### src/pkg/slfs_pkg.sv
// Shared constants and types for the safety logic function set
package slfs_pkg;
    // ==========================================================
    // Clock and timing
    localparam int CLK_PERIOD_NS = 20;
    localparam int PULSE_TIME_NS = 100000;
    localparam int PULSE_CYCLES  = (PULSE_TIME_NS + CLK_PERIOD_NS - 1) / CLK_PERIOD_NS;

    // ==========================================================
    // Widths and sizes
    localparam int OR_INPUTS     = 4;
    localparam int DATA_W        = 8;
    localparam int TABLE_ENTRIES = 8;
    localparam logic [TABLE_ENTRIES*DATA_W-1:0] TABLE_INIT = 64'h0706050403020100;

    // ==========================================================
    // Reset values
    localparam logic [DATA_W-1:0] WORD_RESET  = 8'h00;
    localparam logic              FLAG_RESET  = 1'h0;

    // ==========================================================
    // Arming edge selection and start latch states
    typedef enum logic {
        RISING_ARM_SETTING,
        FALLING_ARM_SETTING
    } slfs_arm_t;

    typedef enum logic [1:0] {
        ST_IDLE,
        ST_ON
    } slfs_start_t;
endpackage : slfs_pkg

### src/hw/slfs_table_converter.sv
// Lookup table converter with registered output word
`timescale 1ns/10ps
module slfs_table_converter #(
    parameter int                   W       = slfs_pkg::DATA_W,
    parameter int                   ENTRIES = slfs_pkg::TABLE_ENTRIES,
    parameter logic [ENTRIES*W-1:0] TABLE   = slfs_pkg::TABLE_INIT
) (
    input  wire logic         clk,
    input  wire logic         rst_n,
    input  wire logic         conv_go,
    input  wire logic [W-1:0] conv_index,
    output logic      [W-1:0] converted_word
);
    logic [W-1:0] next_word;
    logic         in_range;

    // ==========================================================
    // Conversion
    // Entry count bounds
    assign in_range = (int'(conv_index) < ENTRIES);

    always_comb begin
        next_word = converted_word;
        if (conv_go && in_range) begin
            next_word = TABLE[int'(conv_index)*W +: W];
        end
    end

    // Output word register, zero after reset
    always_ff @(posedge clk or negedge rst_n) begin
        if (!rst_n) begin
            converted_word <= slfs_pkg::WORD_RESET;
        end else begin
            converted_word <= next_word;
        end
    end

    // ==========================================================
    // Checks
    logic seen;
    always_ff @(posedge clk or negedge rst_n) begin
        if (!rst_n) begin
            seen <= slfs_pkg::FLAG_RESET;
        end else if (conv_go) begin
            seen <= 1'h1;
        end
    end

    a_word_initial_zero: assert property (@(posedge clk) disable iff (!rst_n)
        !seen |-> converted_word == '0) else $error("word not zero before conversion");

    a_word_converts: assert property (@(posedge clk) disable iff (!rst_n)
        conv_go && in_range |=> converted_word == TABLE[int'($past(conv_index))*W +: W])
        else $error("converted word wrong");

    // An index beyond the table leaves the word untouched
    a_word_holds: assert property (@(posedge clk) disable iff (!rst_n)
        conv_go && !in_range |=> $stable(converted_word))
        else $error("word changed on out of range index");
endmodule : slfs_table_converter

### src/hw/slfs_top.sv
// OR gate, pulse generator, start latch and table converter primitives
`timescale 1ns/10ps

// Behaviour
// - OR output high when any input high, low only when all low.
// - Falling input edge starts pulse lasting exactly the configured pulse length.
// - Start output sets on selected control edge only while permissive input is high.
// - Start output clears when permissive drops, then waits for a new arming edge.
// - Rising arm setting arms on rising edge, falling setting on falling edge.
// - Converter outputs the table entry for its input; zero after reset.
// - Table entry count is a parameter; input and output share one data type.
module slfs_top #(
    parameter int                   N_OR      = slfs_pkg::OR_INPUTS,
    parameter int                   W         = slfs_pkg::DATA_W,
    parameter int                   ENTRIES   = slfs_pkg::TABLE_ENTRIES,
    parameter logic [ENTRIES*W-1:0] TABLE     = slfs_pkg::TABLE_INIT,
    parameter int                   PULSE_LEN = slfs_pkg::PULSE_CYCLES
) (
    input  wire logic            clk,
    input  wire logic            nrst,
    input  wire logic [N_OR-1:0] or_in,
    output logic                 or_out,
    input  wire logic            pulse_in,
    output logic                 pulse_out,
    input  wire logic            start_control,
    input  wire logic            start_permit,
    input  wire logic            arm_select,
    output logic                 start_out,
    input  wire logic            conv_req,
    input  wire logic [W-1:0]    conv_index,
    output logic      [W-1:0]    converted_word
);
    localparam int CW = $clog2(PULSE_LEN + 1);
    localparam int SW = N_OR + 5 + W;

    logic            rst_meta;
    logic            rst_n;
    logic [SW-1:0]   sync1;
    logic [SW-1:0]   sync2;
    logic [N_OR-1:0] or_s;
    logic            pulse_s;
    logic            ctl_s;
    logic            permit_s;
    logic            sel_s;
    logic            req_s;
    logic [W-1:0]    index_s;

    // ==========================================================
    // Reset release and input synchronisers
    always_ff @(posedge clk or negedge nrst) begin
        if (!nrst) begin
            rst_meta <= 1'h0;
            rst_n    <= 1'h0;
        end else begin
            rst_meta <= 1'h1;
            rst_n    <= rst_meta;
        end
    end

    // Two-stage capture of every pin input
    always_ff @(posedge clk or negedge rst_n) begin
        if (!rst_n) begin
            sync1 <= '0;
            sync2 <= '0;
        end else begin
            sync1 <= {or_in, pulse_in, start_control, start_permit, arm_select, conv_req,
                      conv_index};
            sync2 <= sync1;
        end
    end

    assign {or_s, pulse_s, ctl_s, permit_s, sel_s, req_s, index_s} = sync2;

    // ==========================================================
    // Previous samples for edge detection
    logic pulse_prev;
    logic ctl_prev;
    logic req_prev;
    logic pulse_fall;
    logic ctl_rise;
    logic ctl_fall;
    logic conv_go;

    always_ff @(posedge clk or negedge rst_n) begin
        if (!rst_n) begin
            pulse_prev <= slfs_pkg::FLAG_RESET;
            ctl_prev   <= slfs_pkg::FLAG_RESET;
            req_prev   <= slfs_pkg::FLAG_RESET;
        end else begin
            pulse_prev <= pulse_s;
            ctl_prev   <= ctl_s;
            req_prev   <= req_s;
        end
    end

    assign pulse_fall = pulse_prev & ~pulse_s;
    assign ctl_rise   = ~ctl_prev & ctl_s;
    assign ctl_fall   = ctl_prev & ~ctl_s;
    assign conv_go    = ~req_prev & req_s;

    // ==========================================================
    // OR primitive
    logic next_or;

    always_comb begin
        next_or = |or_s;
    end

    always_ff @(posedge clk or negedge rst_n) begin
        if (!rst_n) begin
            or_out <= slfs_pkg::FLAG_RESET;
        end else begin
            or_out <= next_or;
        end
    end

    // ==========================================================
    // Pulse primitive; a new falling edge restarts the pulse
    logic [CW-1:0] pulse_cnt;
    logic [CW-1:0] next_cnt;
    logic          next_pulse;

    always_comb begin
        next_cnt   = pulse_cnt;
        next_pulse = pulse_out;
        if (pulse_fall) begin
            next_pulse = 1'h1;
            next_cnt   = CW'(PULSE_LEN - 1);
        end else if (pulse_cnt != '0) begin
            next_cnt = pulse_cnt - 1'h1;
        end else begin
            next_pulse = 1'h0;
        end
    end

    always_ff @(posedge clk or negedge rst_n) begin
        if (!rst_n) begin
            pulse_cnt <= '0;
            pulse_out <= slfs_pkg::FLAG_RESET;
        end else begin
            pulse_cnt <= next_cnt;
            pulse_out <= next_pulse;
        end
    end

    // ==========================================================
    // Start primitive
    slfs_pkg::slfs_start_t state;
    slfs_pkg::slfs_start_t next_state;
    logic                  arm_edge;
    logic                  next_start;

    assign arm_edge = (sel_s == slfs_pkg::FALLING_ARM_SETTING) ? ctl_fall : ctl_rise;

    always_comb begin
        next_state = state;
        case (state)
            slfs_pkg::ST_IDLE: begin
                if (permit_s && arm_edge) begin
                    next_state = slfs_pkg::ST_ON;
                end
            end
            slfs_pkg::ST_ON: begin
                if (!permit_s) begin
                    next_state = slfs_pkg::ST_IDLE;
                end
            end
            default: begin
                next_state = slfs_pkg::ST_IDLE;
            end
        endcase
        next_start = (next_state == slfs_pkg::ST_ON);
    end

    always_ff @(posedge clk or negedge rst_n) begin
        if (!rst_n) begin
            state     <= slfs_pkg::ST_IDLE;
            start_out <= slfs_pkg::FLAG_RESET;
        end else begin
            state     <= next_state;
            start_out <= next_start;
        end
    end

    // ==========================================================
    // Table converter
    slfs_table_converter #(
        .W       (W),
        .ENTRIES (ENTRIES),
        .TABLE   (TABLE)
    ) u_conv (
        .clk            (clk),
        .rst_n          (rst_n),
        .conv_go        (conv_go),
        .conv_index     (index_s),
        .converted_word (converted_word)
    );

    // ==========================================================
    // Checks
    logic [CW:0] since_fall;
    logic        fall_seen;

    // Cycles since the latest falling edge, saturating
    always_ff @(posedge clk or negedge rst_n) begin
        if (!rst_n) begin
            since_fall <= '0;
            fall_seen  <= slfs_pkg::FLAG_RESET;
        end else if (pulse_fall) begin
            since_fall <= (CW+1)'(1);
            fall_seen  <= 1'h1;
        end else if (int'(since_fall) <= PULSE_LEN) begin
            since_fall <= since_fall + 1'h1;
        end
    end

    a_or_asserts: assert property (@(posedge clk) disable iff (!rst_n)
        (|or_s) |=> or_out) else $error("or output missed an input");

    a_or_releases: assert property (@(posedge clk) disable iff (!rst_n)
        (or_s == '0) |=> !or_out) else $error("or output high with no input");

    a_pulse_length: assert property (@(posedge clk) disable iff (!rst_n)
        fall_seen |-> pulse_out == (int'(since_fall) <= PULSE_LEN))
        else $error("pulse length wrong");

    a_pulse_idle: assert property (@(posedge clk) disable iff (!rst_n)
        !fall_seen |-> !pulse_out) else $error("pulse without falling edge");

    a_start_sets: assert property (@(posedge clk) disable iff (!rst_n)
        permit_s && arm_edge |=> start_out) else $error("start did not set");

    a_start_ignored: assert property (@(posedge clk) disable iff (!rst_n)
        !permit_s && !start_out |=> !start_out) else $error("start set without permit");

    a_start_drops: assert property (@(posedge clk) disable iff (!rst_n)
        start_out && !permit_s |=> !start_out ##1 (!start_out || $past(arm_edge)))
        else $error("start held without permit");

    // Wrong polarity edge never sets the latch, in either arming setting
    a_start_polarity: assert property (@(posedge clk) disable iff (!rst_n)
        !start_out && (sel_s == slfs_pkg::FALLING_ARM_SETTING ? ctl_rise : ctl_fall)
        |=> !start_out)
        else $error("start armed on wrong edge");
endmodule : slfs_top

### config.mk
export PLATFORM = sky130hd
export DESIGN_NAME = slfs_top
export DESIGN_NICKNAME = d
export VERILOG_FILES = /design/src/pkg/slfs_pkg.sv /design/src/hw/slfs_table_converter.sv /design/src/hw/slfs_top.sv
export SDC_FILE = /design/constraint.sdc
export NUM_CORES = 1
export LEC_CHECK = 0
export BUFFER_PORTS_ARGS = -buffer_cell sky130_fd_sc_hd__buf_4
export CAP_MARGIN = 0
export CORE_MARGIN = 2
export CORE_UTILIZATION = 41
export CTS_BUF_LIST = sky130_fd_sc_hd__clkbuf_16
export CTS_CLUSTER_DIAMETER = 50
export CTS_CLUSTER_SIZE = 25
export DETAILED_ROUTE_END_ITERATION = 8
export HOLD_SLACK_MARGIN = 0.02
export PLACE_DENSITY = 0.66
export SLEW_MARGIN = 20
export SYNTH_ARGS = -nofsm -noshare
export SYNTH_HDL_FRONTEND = slang
export SYNTH_HIERARCHICAL = 1
export SYNTH_SLANG_ARGS = --single-unit
### constraint.sdc
create_clock -name clk -period 3.59 [get_ports clk]
set_clock_uncertainty 0.1 [all_clocks]
set_input_delay 0.1795 -clock clk [delete_from_list [all_inputs] [get_ports clk]]
set_output_delay 0.1795 -clock clk [all_outputs]
set_load 0.01 [all_outputs]
After elaboration in Yosys (flattened, before gate mapping)
Index checks and enable logic that the tools add are counted.
{"block": "totals", "regBits": 65}
{"block": "op_classes", "add_sub_neg": 1, "n_lt_le_gt_ge": 1, "eq_ne": 3, "n_shift": 1, "muxes": 8, "n_bitwise": 8, "n_reduce_logical": 6}
{"cell": "variable part select 64 x 12 -> 8 bit, first input constant", "count": 1}
{"cell": "2-to-1 mux 13 bit", "count": 2}
{"cell": "nonzero test 13 bit", "count": 1}
{"cell": "subtractor 13 x 1 -> 13 bit, second input constant", "count": 1}
{"cell": "less-than comparator 8 x 4 -> 1 bit, second input constant", "count": 1}
{"cell": "bitwise AND 1 bit", "count": 4}
{"cell": "== test 2 x 1 -> 1 bit, second input constant", "count": 2}
{"cell": "2-to-1 mux 2 bit", "count": 2}
{"cell": "NOT 1 bit", "count": 4}
{"cell": "case mux 2 bit (2 select lines)", "count": 1}
{"cell": "OR reduction 4 bit", "count": 1}
{"cell": "2-to-1 mux 1 bit", "count": 3}
{"cell": "logical AND 1 bit", "count": 2}
{"cell": "logical NOT 2 bit", "count": 1}
{"cell": "!= test 2 bit, second input constant", "count": 1}
{"cell": "nonzero test 2 bit", "count": 1}

Longest topological paths before layout
Gate-level depths: netlist of run 1.
{"block": "logic_depth", "depth_word": 7, "mapped_depth": 7, "ltp_nobuf": 6}

Hierarchy
The synthesis of run 1 kept the hierarchy.
{"mod": "slfs_top", "n_inst": 1, "cells_per_inst": 129, "area_per_inst_um2": 1889.3, "seq_area_each_um2": 1426.4}
{"mod": "slfs_table_converter", "n_inst": 1, "cells_per_inst": 21, "area_per_inst_um2": 196.4, "seq_area_each_um2": 75.1}

Least setup slack after synthesis of run 1
No wires, ideal clock.
{"block": "synth_timing", "path_kind": "register -> register", "startpoint": "register pulse_cnt[0]", "endpoint": "register pulse_cnt[10]", "arrival_ps": 1524, "required_ps": 3412, "path_slack_ps": 1889, "stages_incl_launch_ff": 7, "path_buffers": 0, "period_less_slack_ps": 1701, "cell_sequence": "dfrtp_1 -> inv_1 -> ha_1 -> nor2b_1 -> and4_1 -> or4b_1 -> a21oi_1"}
{"block": "synth_between", "elab_chain_len": 3, "elab_cells_between_ends": 5}
{"item": "from (decl)", "line_no": "slfs_top.sv:119", "source": "logic [CW-1:0] pulse_cnt;"}
{"item": "from (signal assigned)", "line_no": "slfs_top.sv:141", "source": "pulse_cnt <= next_cnt;"}
{"item": "subtractor 13 x 1 -> 13 bit", "line_no": "slfs_top.sv:130", "source": "next_cnt = pulse_cnt - 1'h1;"}
{"item": "2-to-1 mux 13 bit", "line_no": "slfs_top.sv:129", "source": "end else if (pulse_cnt != '0) begin"}
{"item": "2-to-1 mux 13 bit", "line_no": "slfs_top.sv:126", "source": "if (pulse_fall) begin"}
Several ways; a longest one is shown, not always the timed one. The select of a mux whose other input is x is not followed.
A chain may end at the register's enable or synchronous reset.

Worst setup path in the final report of run 1
Same ends and word-level chain as after synthesis.

==> impl_metrics.csv, run 1 <==
group,metric,value,unit
run_status,status,"completed",
global_route,antenna_found_initial,0,
worst_setup_path,reg2reg_setup_slack,1.63,ns
cts,h-tree-depth,3,
drt,via_count,1265,
drt,final_antenna_net_count,0,
cts,clkSinkCount,60,
power,p_comb_share,7.9,%
timing,totalNegativeSetupSlack,0,ns
cts,clk_pin_slew_worst_paths,0.05,ns
worst_setup_path,slowest_delay,0.54,ns
synth,synth_top_cells_by_count,"60 x dfrtp_1, 12 x nand2_1, 7 x nor2_1, 6 x buf_4, 6 x inv_1",
floorplanning,initial_utilization,43.30,%
synth,ys_ff_latch,60,
floorplanning,io_pins,30,
floorplanning,die_w,75.33,µm
drt,viasPerCell,4.634,
placement,dp_hpwl,2178,µm
global_route,grt_first_pass_wirelength,5733,µm
global_route,grt_max_degree,38,
worst_setup_path,r2r_start,"pulse_cnt[0]$_DFFE_PN0P_",
cts,cts_tree,"yes",
timing,timing.final.crit_share,54.65,%
synth,synth-edff-count,0,
synth,synth.largest_area_cell,"dfrtp_1",
worst_setup_path,crit_buf_inv,1,
final_layout,num_antenna_cells,0,
drt,drt-wirelength-per-cell,12.74,µm
worst_setup_path,path_cells,"inv_1 > ha_1 > nor2b_1 > and4_1 > or4b_1 > a21oi_1",
cts,clock_latency,0.32,ns
final_layout,utilization,59.22,%
synth,synth_ff_type,"dfrtp_1",
cts,post_cts_buffers,0,
floorplanning,die_h,75.33,µm
synth,yosys_warnings,6,
worst_setup_path,worst_ep_required_time,3.73,ns
worst_setup_path,r2r_cells,6,
power,switching_share,22.08,%
worst_setup_path,cp_max_fo,12,
power,intPower,1493,µW
timing,rsz0062_at_grt,"false",
drt,drt-total-wl,3479,µm
hold_path,hp-class,"in -> async",
floorplanning,die-area,5674,µm²
drt,first_iter_violations,65,
synth,yosysMostFrequentCell,"dfrtp_1",
worst_setup_path,crit_path_start_kind,"register",
cts,cts_buffers,9,
synth,netlist_area,2086,µm²
cts,ctsResizeCount,0,
final_layout,design.final.nets,222,
worst_setup_path,critPathKind,"reg -> reg",
timing,min_period,1.962,ns
placement,place_area,2325,µm²
synth,synthCells,150,
timing,fmax,0.5097,GHz
drt,firstDrtPassIters,4,
synth,async_flop_share,100.0,%
timing,whs,0.07869,ns
global_route,grt_usage,14.13,%
final_layout,fin_area,2853,µm²
synth,synth_area_leaders,"dfrtp_1 72%, buf_4 2.2%, nand2_1 2.2%",
worst_setup_path,crit_slowest_cell,"or4b_1",
synth,syn_area_per_cell,13.91,µm²
global_route,grt_pass1_vias,1270,
worst_setup_path,crit_family,"simple AND/OR/NAND/NOR gates",
power,vdd_drop_max,452.1,µV
timing,setup_viol,0,
power,power.leakage,0.001259,µW
final_layout,area_delta_synth_final,36.77,%
timing,maxSlewViolCount,0,
timing,slew_headroom,61.50,%
flow_run,maxCapViolations,0,
power,power.clock.fraction,51.0,%
power,pwr_density_cell,671.5,nW/µm²
timing,hold_violations,0,
worst_setup_path,endpoint_kind,"register",
drt,drt_drc_violations_left,0,
placement,gp_congestion,0.8077,
worst_setup_path,crit_cells,6,
synth,netlist-cell-type-count,37,
floorplanning,rows,25,
global_route,overflow,0,
worst_setup_path,crit_start,"pulse_cnt[0]$_DFFE_PN0P_",
power,pwr-share-seq,41.0,%
synth,synth_seq_area_share,71.99,%
timing,worst_pin_slew,0.5763,ns
synth,yosys.area.top_type_share,71.99,%
final_layout,drive_above_1_share,24.27,%
power,net-switching-power,422.9,µW
placement,io_buffers,24,
worst_setup_path,cp.arrival,2.10,ns
worst_setup_path,r2r_end,"pulse_cnt[10]$_DFFE_PN0P_",
cts,clock-root-buffer,"clkbuf_16",
floorplanning,core,4817,µm²
worst_setup_path,critical_path.endpoint,"pulse_cnt[10]$_DFFE_PN0P_",
cts,max-clock-path-buffers,2,
[metrics by stage]
| stage | cells | power, µW | setup slack, ns |
|---|---|---|---|
| 2_1_floorplan | 154 | 887.6 | 1.696 |
| 4_1_cts | 273 | 1938 | 1.615 |
| 5_1_grt | 273 | 1995 | 1.468 |
| 3_3_place_gp | 239 | 920.4 | 1.730 |
| 6_report | 273 | 1916 | 1.628 |
| 3_5_place_dp | 239 | 935.6 | 1.643 |
[state kept, by name, indices dropped and copies added, names as in the netlist]
signal                 cells
sync1                     17
start_out                  1
u_conv/converted_word      3
pulse_prev                 1
or_out                     1
ctl_prev                   1
state                      2
rst_meta                   1
sync2                     17
rst_n                      1
pulse_out                  1
req_prev                   1
pulse_cnt                 13
[cells by family (layout without fill, tap and decap cells)]
family                     after synthesis  in the layout  share of synthesized area [%]
buffers and inverters                   13             65                          3.419
DFF                                     60             60                          71.99
AOI/OAI and AO/OA                       16             16                          4.799
and+or+nand+nor                         49             49                          14.82
xor gates and xnor gates                 3              3                          1.260
muxes                                    4              4                          1.980
adders and majority gates                2              2                          1.200
other                                    3              7                         0.5399
[timing repair]
item | CTS | global route
hold endpoints to repair | 19 | 0
hold buffers | 18 | 0
endpoints found under the setup margin | 0 | 0
[cells in the final DEF (no fill, tap or decap), types with 5 or more instances in the layout]
master	Yosys	routed
dlygate4sd3_1	0	18
or3_1	5	5
a21oi_1	5	5
conb_1	3	7
dfrtp_1	60	59
inv_1	6	6
nand2_1	12	12
nor2_1	7	7
buf_4	6	25
clkbuf_16	0	9
[per-layer routing]
| metal | wire (µm) | vias to the layer above | track usage, % |
|---|---|---|---|
| li1 | - | 598 | - |
| met1 | 1422 | 632 | 16.09 |
| met2 | 1906 | 29 | 23.00 |
| met3 | 116 | 6 | 6.481 |
| met4 | 34 | 0 | 6.238 |
| met5 | 0 | - | 0 |
[power by group through the flow]
stage               Combinational [µW]  Sequential [µW]  Clock, µW
floorplan                         94.6              793          0
CTS                                154              787        996
global placement                   129              792          0
global route                       171              795       1030
finish                             152              786        977
detailed placement                 138              798          0
[area by class of cell]
cell class,count,area (µm²)
Multi-Input combinational cell,81,528.0
Tap cell,67,83.83
Clock buffer,9,225.2
Fill cell,365,1964
Inverter,6,22.52
Clock inverter,7,122.6
Timing Repair Buffer,43,367.9
Sequential cell,60,1503
[worst min path at each step]
| stage | startpoint | end | slack, ns | cells after the start |
|---|---|---|---|---|
| 2_1_floorplan | nrst | rst_meta$_DFF_PN0_ | -0.22 | 0 |
| 3_3_place_gp | nrst | rst_meta$_DFF_PN0_ | -0.14 | 1 |
| 3_5_place_dp | nrst | rst_meta$_DFF_PN0_ | -0.14 | 1 |
| 4_1_cts | nrst | rst_n$_DFF_PN0_ | 0.06 | 2 |
| 5_1_grt | nrst | rst_n$_DFF_PN0_ | 0.07 | 2 |
| 6_report | nrst | rst_n$_DFF_PN0_ | 0.08 | 2 |
Power figures use the tool's default switching activity.
==> run 2: changes to the inputs <==
- ABC_AREA: default -> 1
- clock period: 3.59 -> 2 ns (I/O delays scaled with it)
==> run 2 against run 1 <==
Compared with the run above:
- die area is 5.6% higher
- utilization down 1.6 points
- clock power grew 60%
- power increased by 74%
- critical path type unchanged
- largest power group unchanged
==> impl_metrics.csv, run 2 <==
group,metric,value,unit
run_status,status,"completed",
final_layout,design.final.nets,284,
synth,yosys.area.top_type_share,67.99,%
synth,synthCells,210,
synth,netlist_area,2208,µm²
global_route,grt_usage,14.37,%
synth,synth_compound_area_share,1.360,%
synth,syn_area_per_cell,10.52,µm²
final_layout,final_cell_mix,"59 x dfrtp_1, 44 x nand2_1, 31 x nor2_1",
drt,drt-wirelength-per-cell,11.12,µm
cts,clock_latency,0.32,ns
drt,final_antenna_net_count,0,
floorplanning,die_h,77.39,µm
final_layout,instances_no_fill,338,
placement,placed_cells,303,
cts,ctsResizeCount,0,
flow_run,maxCapViolations,0,
floorplanning,die_w,77.39,µm
floorplanning,io_pins,30,
floorplanning,die-area,5989,µm²
cts,post_cts_buffers,0,
drt,first_iter_violations,62,
worst_setup_path,r2r_cells,8,
power,power.leakage,0.001483,µW
floorplanning,rows,26,
cts,clkSinkCount,60,
floorplanning,initial_utilization,42.96,%
global_route,grt_first_pass_wirelength,6430,µm
worst_setup_path,reg2reg_setup_slack,0.32,ns
timing,timing.final.crit_share,84.08,%
cts,clock-root-buffer,"clkbuf_16",
timing,min_period,1.682,ns
final_layout,drive_above_1_share,18.66,%
worst_setup_path,r2r_start,"pulse_cnt[0]$_DFFE_PN0P_",
final_layout,fill_cells,431,
synth,async_flop_share,100.0,%
synth,synth-adder-area-share,1.133,%
worst_setup_path,cp.arrival,1.83,ns
synth,netlist-cell-type-count,22,
synth,yosys_warnings,6,
cts,holdBufCountCts,19,
placement,gp_congestion,0.8321,
timing,fmax,0.5947,GHz
timing,hold_violations,0,
worst_setup_path,worst_ep_required_time,2.15,ns
global_route,grt_max_degree,41,
synth,synth_ff_type,"dfrtp_1",
worst_setup_path,critPathKind,"reg -> reg",
power,pwr_density_cell,1124,nW/µm²
synth,synthSimpleGateAreaFrac,21.19,%
synth,yosysMostFrequentCell,"dfrtp_1",
placement,dp_hpwl,2345,µm
cts,clk_pin_slew_worst_paths,0.05,ns
drt,firstDrtPassIters,4,
final_layout,layout_commonest_cell,"dfrtp_1",
timing,setup_viol,0,
final_layout,reg_top3,"sync1 (17), sync2 (17), pulse_cnt (13)",
drt,via_count,1459,
synth,synth.largest_area_cell,"dfrtp_1",
drt,viasPerCell,4.317,
synth,yosys.area_share.xor_xnor,1.190,%
cts,cts_buffers,9,
timing,rsz0062_at_grt,"false",
worst_setup_path,crit_path_start_kind,"register",
synth,ys_ff_latch,60,
global_route,overflow,0,
cts,max-clock-path-buffers,2,
power,vdd_drop_max,722.1,µV
worst_setup_path,endpoint_kind,"register",
floorplanning,core,5140,µm²
synth,synth_top_cells_by_count,"60 x dfrtp_1, 44 x nand2_1, 31 x nor2_1, 24 x inv_1, 12 x nand3_1",
synth,synth_seq_area_share,67.99,%
final_layout,num_antenna_cells,0,
cts,h-tree-depth,3,
timing,maxSlewViolCount,0,
synth,muxShareOfSynthArea,0,%
final_layout,area.sequential,1503,µm²
hold_path,hp-class,"reg -> async",
drt,drt_drc_violations_left,0,
synth,synth-edff-count,0,
global_route,grt_pass1_vias,1458,
worst_setup_path,cp_max_fo,11,
final_layout,multiInputGateArea,575.6,µm²
synth,synth_area_leaders,"dfrtp_1 68%, nand2_1 7.5%, nor2_1 5.3%",
worst_setup_path,r2r_end,"pulse_cnt[1]$_DFFE_PN0P_",
synth,synth_top_family_by_area,"simple AND/OR/NAND/NOR gates",
placement,io_buffers,24,
final_layout,area_delta_synth_final,34.16,%
drt,drt-total-wl,3757,µm
timing,totalNegativeSetupSlack,0,ns
cts,cts_tree,"yes",
global_route,antenna_found_initial,0,
==> run 2: changes by cell type after synthesis, sizes merged, moves of 3 or more <==
| cell | delta |
|---|---|
| nand2 | +32 |
| nor2 | +28 |
| mux2i | -3 |
| or4 | -3 |
| o21ai | -3 |
| nor2b | -3 |
| or3 | -5 |
| nor3 | +3 |
| nand3 | +10 |
| inv | +20 |
| a211o | -3 |
==> run 2: kinds of logic after synthesis <==
logic type,count (synthesis)
fa+ha+maj,2
simple gates,104
other cells,3
compound gates,6
buf+inv,32
flops,60
xor+xnor,3
==> run 2: power breakdown <==
part           switching [µW]  leakage (µW)  internal, µW
clock network             492      0.000155          1070
logic                     193      0.000625           154
registers                99.5      0.000702          1320
total                     785       0.00148          2550
==> run 2: final cells by class <==
class | count | share of cell area (%)
Sequential cell | 60 | 50.72
Multi-Input combinational cell | 122 | 19.43
Timing Repair Buffer | 44 | 13.18
Clock buffer | 9 | 7.601
Inverter | 26 | 3.294
Tap cell | 70 | 2.956
Clock inverter | 7 | 2.829
==> run 2: worst max-delay path: stages (launching register included) <==
cell	delay [ns]
dfrtp_1	0.39
inv_1	0.12
ha_1	0.16
inv_1	0.05
nor3_1	0.17
nand2_1	0.29
nand2_1	0.17
nor2_1	0.06
nor2_1	0.11
==> run 2: metal layers <==
metal / GRT usage (%) / routed length (µm) / vias up
met5: 0 / 0 / -
met1: 16.25 / 1615 / 681
met4: 9.643 / 76 / 0
met2: 23.48 / 1925 / 32
li1: - / - / 738
met3: 4.302 / 139 / 8
==> run 2: worst max-delay path by stage <==
stage | to | slack [ns] | startpoint
after CTS | pulse_cnt[0]$_DFFE_PN0P_ | 0.32 | pulse_cnt[0]$_DFFE_PN0P_
final | pulse_cnt[1]$_DFFE_PN0P_ | 0.32 | pulse_cnt[0]$_DFFE_PN0P_
after global routing | pulse_cnt[1]$_DFFE_PN0P_ | 0.15 | pulse_cnt[0]$_DFFE_PN0P_
after floorplan | ctl_prev$_DFF_PN0_ | 0.11 | rst_n$_DFF_PN0_
after global placement | pulse_cnt[0]$_DFFE_PN0P_ | 0.42 | pulse_cnt[0]$_DFFE_PN0P_
after detailed placement | pulse_cnt[1]$_DFFE_PN0P_ | 0.35 | pulse_cnt[0]$_DFFE_PN0P_
==> run 2: metrics by stage <==
step	utilization (%)	cell area, µm²	worst slack (ns)	total power (µW)	hold WS [ns]
final	57.64	2963	0.3184	3331	0.1125
after global routing	57.64	2963	0.1541	3498	0.1507
after CTS	57.64	2963	0.3170	3364	0.1235
after detailed placement	47.93	2464	0.3459	1755	-0.2161
after global placement	47.93	2464	0.4154	1746	-0.2163
after floorplan	-	2223	0.1058	1660	-0.2956
